==> src/logic/uart_tx_dma_defs.vh <==
// constants shared by the transmit dma channel files
`ifndef UART_TX_DMA_DEFS_VH
`define UART_TX_DMA_DEFS_VH

// register bus
`define ADDR_W 16
`define DATA_W 8
`define DEF_OFFSET 16'hFFE0
`define CSR_OFFSET 16'hFFE1

// channel definition register fields
`define PTR_LSB 0
`define PTR_MSB 2
`define DIR_BIT 3
`define XY_BIT 4
`define CNT_BIT 5
`define INE_BIT 6
`define RUN_BIT 7

// status register fields
`define PARTIAL_PACKET_FLAG_BIT 0

// reset and fixed values
`define PTR_RESET 3'h0
`define BIT_RESET 1'h0
`define DIR_TX 1'h1
`define ZERO_BYTE 8'h00

// byte counts
`define BC_W 7
`define BC_ZERO 7'h00
`define BC_ONE 7'h01

`endif

==> src/logic/run_edge_irq.v <==
// single-cycle interrupt request from the run bit falling edge or a time-out stop
`timescale 1ns/100ps
`include "uart_tx_dma_defs.vh"

module run_edge_irq
(
  // clock and reset
  input wire sys_clk,
  input wire sys_rst,
  // events
  input wire run,
  input wire irq_enable,
  input wire timeout_stop,
  // request
  output reg irq
);

reg run_prev;

always @(posedge sys_clk or posedge sys_rst)
begin
  if (sys_rst)
  begin
    run_prev <= `BIT_RESET;
    irq <= 1'b0;
  end
  else
  begin
    run_prev <= run;
    // a time-out stop interrupts even with completion interrupts masked
    irq <= (run_prev & ~run & irq_enable) | timeout_stop;
  end
end

endmodule // run_edge_irq

==> src/logic/tx_byte_mover.v <==
// moves a counted run of bytes from a shared buffer into the uart holding register
`timescale 1ns/100ps
`include "uart_tx_dma_defs.vh"

module tx_byte_mover
(
  // clock and reset
  input wire sys_clk,
  input wire sys_rst,
  // control
  input wire start,
  input wire abort,
  input wire [`BC_W-1:0] count,
  output reg done,
  output reg [`BC_W-1:0] sent,
  // buffer memory read
  output reg sram_rd_req,
  output reg [`BC_W-1:0] sram_rd_index,
  input wire sram_rd_valid,
  input wire [`DATA_W-1:0] sram_rd_data,
  // uart holding register
  input wire thr_ready,
  output reg thr_wr,
  output reg [`DATA_W-1:0] thr_data
);

localparam S_IDLE = 2'h0;
localparam S_READ = 2'h1;
localparam S_PUSH = 2'h2;

reg [1:0] state;
reg [`BC_W-1:0] total;
// fetched byte waits here so the holding register only changes with its strobe
reg [`DATA_W-1:0] byte_q;

always @(posedge sys_clk or posedge sys_rst)
begin
  if (sys_rst)
  begin
    state <= S_IDLE;
    total <= `BC_ZERO;
    sent <= `BC_ZERO;
    done <= 1'b0;
    sram_rd_req <= 1'b0;
    sram_rd_index <= `BC_ZERO;
    thr_wr <= 1'b0;
    thr_data <= `ZERO_BYTE;
    byte_q <= `ZERO_BYTE;
  end
  else
  begin
    done <= 1'b0;
    sram_rd_req <= 1'b0;
    thr_wr <= 1'b0;
    if (abort)
      state <= S_IDLE;
    else
    begin
      case (state)
        S_IDLE:
          if (start)
          begin
            total <= count;
            sent <= `BC_ZERO;
            sram_rd_index <= `BC_ZERO;
            sram_rd_req <= 1'b1;
            state <= S_READ;
          end
        S_READ:
          if (sram_rd_valid)
          begin
            byte_q <= sram_rd_data;
            state <= S_PUSH;
          end
        S_PUSH:
          // one byte per holding-register slot; a stalled uart stalls the channel
          if (thr_ready)
          begin
            thr_wr <= 1'b1;
            thr_data <= byte_q;
            sent <= sent + `BC_ONE;
            if (sent + `BC_ONE == total)
            begin
              done <= 1'b1;
              state <= S_IDLE;
            end
            else
            begin
              sram_rd_index <= sram_rd_index + `BC_ONE;
              sram_rd_req <= 1'b1;
              state <= S_READ;
            end
          end
        default:
          state <= S_IDLE;
      endcase
    end
  end
end

endmodule // tx_byte_mover

==> src/logic/uart_tx_dma_channel.v <==
// transmit dma channel: definition and status registers, buffer sequencing, halt handling
//
// Notes on behaviour
// three-bit pointer field selects the endpoint descriptor block set used
// direction bit always reads 1 and ignores writes
// buffer select bit 4: 0 means X buffer next, 1 means Y
// software always writes continuous mode bit 5 as 1
// channel updates buffer select itself; buffer manager follows it
// while running, alternate X and Y buffers without processor help
// byte count below buffer size: send partial packet, terminate, signal completion
// transaction timer expiry terminates channel and interrupts processor
// interrupt enable 0: no completion interrupt, partial packet keeps channel running
// interrupt enable 1: interrupt on every run bit falling edge
// processor starts transfer by writing 1 to run bit
// hardware clears run bit on completion or error termination
// halt when byte count reaches zero or on time-out
// on halt write back byte count and clear hold flag in descriptor
// partial packet flag set by channel, cleared only by processor
// status bits 7 to 1 read as zero
// all definition fields and partial packet flag reset to 0
// each byte moved is written into the uart holding register
// completion interrupt is a one-cycle pulse on run falling edge
// run write wins over same-cycle hardware clear only if previously idle; here the hardware clear always wins
`timescale 1ns/100ps
`include "uart_tx_dma_defs.vh"

module uart_tx_dma_channel
(
  // clock and reset
  input wire sys_clk,
  input wire sys_rst,
  // register port
  input wire [`ADDR_W-1:0] reg_addr,
  input wire [`DATA_W-1:0] reg_wdata,
  input wire reg_wr,
  input wire reg_rd,
  output reg [`DATA_W-1:0] reg_rdata,
  // usb buffer manager and descriptor
  input wire ubm_buf_ready,
  input wire [`BC_W-1:0] ubm_byte_count,
  input wire [`BC_W-1:0] desc_buf_size,
  output reg [2:0] endpoint_descriptor_block,
  output reg buffer_select,
  output reg buf_done,
  // descriptor write-back on halt
  output reg desc_wb,
  output reg [`BC_W-1:0] desc_wb_count,
  output reg desc_wb_hold,
  // buffer memory read
  output wire sram_rd_req,
  output wire [`BC_W-1:0] sram_rd_index,
  input wire sram_rd_valid,
  input wire [`DATA_W-1:0] sram_rd_data,
  // uart holding register
  input wire thr_ready,
  output wire uart_tx_holding_wr,
  output wire [`DATA_W-1:0] uart_tx_holding_reg,
  // transaction timer
  input wire txn_timeout,
  // processor interrupt
  output wire irq
);

localparam ST_IDLE = 2'h0;
localparam ST_WAIT = 2'h1;
localparam ST_MOVE = 2'h2;
localparam ST_HALT = 2'h3;

// address match used by both the write and the read decode
function addr_hit;
  input [`ADDR_W-1:0] addr;
  input [`ADDR_W-1:0] offset;
  begin
    addr_hit = (addr == offset);
  end
endfunction

reg [1:0] state;
reg continuous_mode;
reg completion_irq_enable;
reg run;
reg partial_packet_flag;
reg short_pkt;
reg [`BC_W-1:0] cur_count;
reg mover_start;
reg mover_abort;
reg halt_by_timeout;
reg timeout_stop;

wire mover_done;
wire [`BC_W-1:0] mover_sent;
wire def_wr;
wire csr_wr;
wire sw_run_set;
wire hw_clear;
wire partial_packet_flag_set;
wire partial_packet_flag_clr;
wire [`DATA_W-1:0] def_value;
wire [`DATA_W-1:0] csr_value;

assign def_wr = reg_wr && addr_hit(reg_addr, `DEF_OFFSET);
assign csr_wr = reg_wr && addr_hit(reg_addr, `CSR_OFFSET);
assign sw_run_set = def_wr && reg_wdata[`RUN_BIT];
assign hw_clear = (state == ST_HALT);
assign partial_packet_flag_set = (state == ST_MOVE) && mover_done && short_pkt && run;
assign partial_packet_flag_clr = csr_wr && reg_wdata[`PARTIAL_PACKET_FLAG_BIT];

assign def_value = {run, completion_irq_enable, continuous_mode, buffer_select,
  `DIR_TX, endpoint_descriptor_block};
assign csr_value = {{(`DATA_W-1){1'b0}}, partial_packet_flag};

// channel definition fields
always @(posedge sys_clk or posedge sys_rst)
begin
  if (sys_rst)
  begin
    endpoint_descriptor_block <= `PTR_RESET;
    continuous_mode <= `BIT_RESET;
    completion_irq_enable <= `BIT_RESET;
  end
  else if (def_wr)
  begin
    endpoint_descriptor_block <= reg_wdata[`PTR_MSB:`PTR_LSB];
    // software is expected to keep this at 1; the channel runs continuously either way
    continuous_mode <= reg_wdata[`CNT_BIT];
    completion_irq_enable <= reg_wdata[`INE_BIT];
  end
end

// run bit: started by software, cleared by hardware on halt
always @(posedge sys_clk or posedge sys_rst)
begin
  if (sys_rst)
    run <= `BIT_RESET;
  else if (hw_clear && !(sw_run_set && state == ST_IDLE))
    run <= 1'b0;
  else if (def_wr)
    run <= reg_wdata[`RUN_BIT];
end

// buffer select: software may preset it, the channel toggles after each buffer
always @(posedge sys_clk or posedge sys_rst)
begin
  if (sys_rst)
    buffer_select <= `BIT_RESET;
  else if (state == ST_MOVE && mover_done && run)
    buffer_select <= ~buffer_select;
  else if (def_wr)
    buffer_select <= reg_wdata[`XY_BIT];
end

// partial packet flag: a set in the same cycle as a clear wins
always @(posedge sys_clk or posedge sys_rst)
begin
  if (sys_rst)
    partial_packet_flag <= `BIT_RESET;
  else if (partial_packet_flag_set)
    partial_packet_flag <= 1'b1;
  else if (partial_packet_flag_clr)
    partial_packet_flag <= 1'b0;
end

// read data stands for exactly one cycle after the strobe
always @(posedge sys_clk or posedge sys_rst)
begin
  if (sys_rst)
    reg_rdata <= `ZERO_BYTE;
  else if (reg_rd && addr_hit(reg_addr, `DEF_OFFSET))
    reg_rdata <= def_value;
  else if (reg_rd && addr_hit(reg_addr, `CSR_OFFSET))
    reg_rdata <= csr_value;
  else
    reg_rdata <= `ZERO_BYTE;
end

// buffer sequencer
always @(posedge sys_clk or posedge sys_rst)
begin
  if (sys_rst)
  begin
    state <= ST_IDLE;
    cur_count <= `BC_ZERO;
    short_pkt <= 1'b0;
    mover_start <= 1'b0;
    mover_abort <= 1'b0;
    halt_by_timeout <= 1'b0;
    timeout_stop <= 1'b0;
    buf_done <= 1'b0;
    desc_wb <= 1'b0;
    desc_wb_count <= `BC_ZERO;
    desc_wb_hold <= 1'b0;
  end
  else
  begin
    mover_start <= 1'b0;
    mover_abort <= 1'b0;
    timeout_stop <= 1'b0;
    buf_done <= 1'b0;
    desc_wb <= 1'b0;
    case (state)
      ST_IDLE:
      begin
        halt_by_timeout <= 1'b0;
        if (run)
          state <= ST_WAIT;
      end
      ST_WAIT:
      begin
        if (!run)
          state <= ST_IDLE;
        else if (txn_timeout)
        begin
          halt_by_timeout <= 1'b1;
          desc_wb_count <= `BC_ZERO;
          state <= ST_HALT;
        end
        else if (ubm_buf_ready)
        begin
          if (ubm_byte_count == `BC_ZERO)
          begin
            desc_wb_count <= `BC_ZERO;
            state <= ST_HALT;
          end
          else
          begin
            cur_count <= ubm_byte_count;
            short_pkt <= (ubm_byte_count < desc_buf_size);
            mover_start <= 1'b1;
            state <= ST_MOVE;
          end
        end
      end
      ST_MOVE:
      begin
        if (!run)
        begin
          // software stop: drop the buffer without a write-back
          mover_abort <= 1'b1;
          state <= ST_IDLE;
        end
        else if (txn_timeout)
        begin
          mover_abort <= 1'b1;
          halt_by_timeout <= 1'b1;
          desc_wb_count <= cur_count - mover_sent;
          state <= ST_HALT;
        end
        else if (mover_done)
        begin
          buf_done <= 1'b1;
          if (short_pkt && completion_irq_enable)
          begin
            desc_wb_count <= `BC_ZERO;
            state <= ST_HALT;
          end
          else
            state <= ST_WAIT;
        end
      end
      ST_HALT:
      begin
        desc_wb <= 1'b1;
        desc_wb_hold <= 1'b0;
        timeout_stop <= halt_by_timeout;
        state <= ST_IDLE;
      end
      default:
        state <= ST_IDLE;
    endcase
  end
end

tx_byte_mover u_mover
(
  .sys_clk(sys_clk),
  .sys_rst(sys_rst),
  .start(mover_start),
  .abort(mover_abort),
  .count(cur_count),
  .done(mover_done),
  .sent(mover_sent),
  .sram_rd_req(sram_rd_req),
  .sram_rd_index(sram_rd_index),
  .sram_rd_valid(sram_rd_valid),
  .sram_rd_data(sram_rd_data),
  .thr_ready(thr_ready),
  .thr_wr(uart_tx_holding_wr),
  .thr_data(uart_tx_holding_reg)
);

run_edge_irq u_irq
(
  .sys_clk(sys_clk),
  .sys_rst(sys_rst),
  .run(run),
  .irq_enable(completion_irq_enable),
  .timeout_stop(timeout_stop),
  .irq(irq)
);

endmodule // uart_tx_dma_channel

==> config.mk <==
export PLATFORM = sky130hd
export DESIGN_NAME = uart_tx_dma_channel
export DESIGN_NICKNAME = d
export VERILOG_FILES = /design/src/logic/run_edge_irq.v /design/src/logic/tx_byte_mover.v /design/src/logic/uart_tx_dma_channel.v
export VERILOG_INCLUDE_DIRS = /design/src /design/src/logic
export SDC_FILE = /design/constraint.sdc
export NUM_CORES = 1
export LEC_CHECK = 0
export BUFFER_PORTS_ARGS = -buffer_cell sky130_fd_sc_hd__buf_2
export CAP_MARGIN = 10
export CELL_PAD_IN_SITES_DETAIL_PLACEMENT = 0
export CELL_PAD_IN_SITES_GLOBAL_PLACEMENT = 2
export CORE_ASPECT_RATIO = 1.2
export CORE_MARGIN = 1.5
export CORE_UTILIZATION = 30
export DETAILED_ROUTE_END_ITERATION = 6
export PLACE_DENSITY = 0.73
export SETUP_SLACK_MARGIN = 0.4
export SLEW_MARGIN = 10
export SYNTH_ARGS = -nofsm -noshare
export SYNTH_HDL_FRONTEND = slang
export SYNTH_SLANG_ARGS = --single-unit
==> constraint.sdc <==
create_clock -name sys_clk -period 2.3 [get_ports sys_clk]
set_input_delay 0.115 -clock sys_clk [delete_from_list [all_inputs] [get_ports sys_clk]]
set_output_delay 0.115 -clock sys_clk [all_outputs]
set_load 0.005 [all_outputs]
==> impl_metrics.toml <==
[status]
outcome = "completed"

[setup_path]
setup.worst_path.class = "reg2reg"
cp_data_arrival_time_ns = 2.31
path_common_cell = "buf_4"
cpPeakStageDelay_ns = 0.44
end_kind = "flop"
path_cells = "buf_4, buf_4, xor2_1, nand2_1, nand4bb_4, nor4_4, buf_6, nand2b_4, mux2i_1"
crit_buf_inv = 3
path_delay_family = "simple AND/OR/NAND/NOR gates"
start_kind = "flop"
cpMaxStageDelayCell = "dfrtp_2"
cp_max_fo = 7
worstPathRequired_ns = 2.56

[logic_synthesis]
yosys.area_share.adder_pct = 6.31
avgSynthCellArea_sq_um = 10.6
synth-warning-count = 0
ys_top_cells_by_count = "83 x dfrtp_1, 45 x nand2_1, 27 x o21ai_0"
synth-async-reset-ratio_pct = 100
yosysMostFrequentCell = "dfrtp_1"
postSynthCellCount = 387
synth_top_family_by_area = "simple AND/OR/NAND/NOR gates"
synth_edf_count = 0
yosys.area_share.simple_pct = 16.1
synth.area.mux_share_pct = 9.16
synth_xor_area_share_pct = 1.93
synth_cell_types = 57
synth_seq_area_share_pct = 50.8
synth-main-ff-cell = "dfrtp_1"
synth-seq-cells = 83
syn_area_sq_um = 4090
synth_nets = 461
synth_compound_area_share_pct = 11.2
yosysTopAreaCellShare_pct = 50.8
synth_area_leaders = "dfrtp_1 51%, mux2_2 6.3%, ha_1 5.8%"
yosys.area.top_type = "dfrtp_1"

[routing]
drt_iter0_drc = 68
dr_wl_met2_mm = 5.46
viasPerCell = 4.78
top_layer = "met4"
wl_met3_um = 262
wl_mm = 9.94
dr.pass1.iters = 4
wl_met1_mm = 3.94
wire_per_inst_um = 14.9
drcViolationCount = 0
antenna_left = 0
via_count = 3195

[global_route]
antenna_found_initial = 0
grt_max_degree = 84
grt_overflow_total = 0
grt_pass1_wl_mm = 16.2
grt_pass1_vias = 3287
grt_usage_pct = 15.0

[floorplan]
die_h_um = 131
start_util_pct = 30.9
core_area_sq_um = 13200
dieWidth_um = 110
row_count = 46
dieArea_sq_um = 14300
ios = 94

[power_and_ir_drop]
power.share.sequential_pct = 41.9
powerDensity_nw_per_um2 = 784
power_switching_mw = 1.24
power_leakage_nw = 2.75
comb_power_share_pct = 23.4
total_power_mw = 4.21
p_clk_share_pct = 34.7
internal_power_mw = 2.97
swShare_pct = 29.5
vdd_ir_drop_max_mv = 0.336

[placement]
placed_area_sq_um = 4760
routabilityCongestion = 0.775
placed_cells_incl_taps = 637
pre_cts_slack_ns = 0.153
port_buffers = 91
dp_hpwl_mm = 7.05

[clocking]
clk_latency_ns = 0.34
root_buffer = "clkbuf_16"
h-tree-depth = 3
cts_inserted_buffers = 9
cts_sinks = 83
max-clock-path-buffers = 2
clk_transition_reported_paths_ns = 0.06
cts_tree = "built"

[flow_run]
drv_cap = 0

[timing]
clock_skew_ns = 0.00655
fmax_mhz = 489
finalCritPeriodShare_pct = 88.9
finalSetupTns_ns = 0
fin_ws_ns = 0.255
final-max-slew-violation-count = 0
holdWs_ns = 0.00760
min_period_ns = 2.04
setup_viol = 0
hold_violations = 0
grt_setup_unrepaired = "yes"

[cells_and_area]
n_antenna_cell = 0
instances_no_fill = 669
area_delta_synth_final_pct = 31.5
fin_nets = 570
stdcell_area_sq_um = 5370
final_util_pct = 40.6
drive_gt1_share_pct = 39.1

[min_path]
hold_class = "in2reg"
-- placed cells by master (no fill, tap or decap), types with 11 or more instances in the layout --
master / n
buf_4: 16
nand3_1: 11
inv_1: 23
buf_2: 91
nand2_1: 44
dfrtp_1: 78
ha_1: 16
o21ai_0: 17
mux2_2: 23
nor2_1: 19
-- worst paths after layout --
check                                                                end  cells past startpoint                        start  slack (ns)
max in group asynchronous                    u_mover.sent[2]$_DFFE_PP0P_                      4                      sys_rst        1.48
min in group asynchronous       endpoint_descriptor_block[1]$_DFFE_PP0P_                      4                      sys_rst        0.44
worst min register to register                       u_irq.irq$_DFF_PP0_                      1       timeout_stop$_DFF_PP0_        0.47
worst min-delay path                       u_mover.byte_q[5]$_DFFE_PP0P_                      2              sram_rd_data[5]       0.008
worst max-delay path                u_mover.sram_rd_index[0]$_DFFE_PP0P_                      9  u_mover.sent[0]$_DFFE_PP0P_        0.26
worst max register to register      u_mover.sram_rd_index[0]$_DFFE_PP0P_                      9  u_mover.sent[0]$_DFFE_PP0P_        0.26
-- registers in the layout (all words and copies together), names as in the netlist, 2 cells and up --
name,flops
state,2
cur_count,7
u_mover.total,7
u_mover.sram_rd_index,7
u_mover.thr_data,8
u_mover.sent,7
u_mover.byte_q,8
desc_wb_count,7
endpoint_descriptor_block,3
reg_rdata,8
u_mover.state,2
-- power by group through the flow --
stage | Clock, mW | Sequential, mW | Combinational (mW)
final | 1.46 | 1.76 | 0.984
after floorplan | 0 | 1.70 | 0.608
after global routing | 1.56 | 1.79 | 1.10
after global placement | 0 | 1.78 | 0.754
after detailed placement | 0 | 1.79 | 0.770
after CTS | 1.51 | 1.76 | 0.934
-- repair_timing --
action,CTS,global route
cloned,1,0
hold buffers,2,0
pin swaps,20,17
endpoints found under the hold margin,84,0
gates resized for setup,34,16
setup buffers,9,4
endpoints found under the setup margin,21,15
-- metal layers --
metal / track usage (%) / vias up
met5: 0 / -
met4: 7.87 / 0
met3: 2.83 / 18
met2: 26.8 / 52
met1: 16.8 / 1557
li1: - / 1568
-- final cells by class --
| class | count | area [sq um] |
|---|---|---|
| Timing Repair Buffer | 114 | 661 |
| Sequential cell | 83 | 2080 |
| Clock inverter | 6 | 65.1 |
| Tap cell | 168 | 210 |
| Multi-Input combinational cell | 262 | 2010 |
| Inverter | 26 | 106 |
| Fill cell | 1353 | 7870 |
| Clock buffer | 10 | 239 |
-- kinds of logic (layout without fill, tap and decap cells) --
logic type      after synthesis  after routing
xor+xnor                      9              9
flops                        83             83
fa+ha+maj                    20             20
other cells                   1              1
mux                          32             32
buf+inv                      42            156
compound gates               73             73
simple gates                127            127
(Power assumes the default switching activity.)
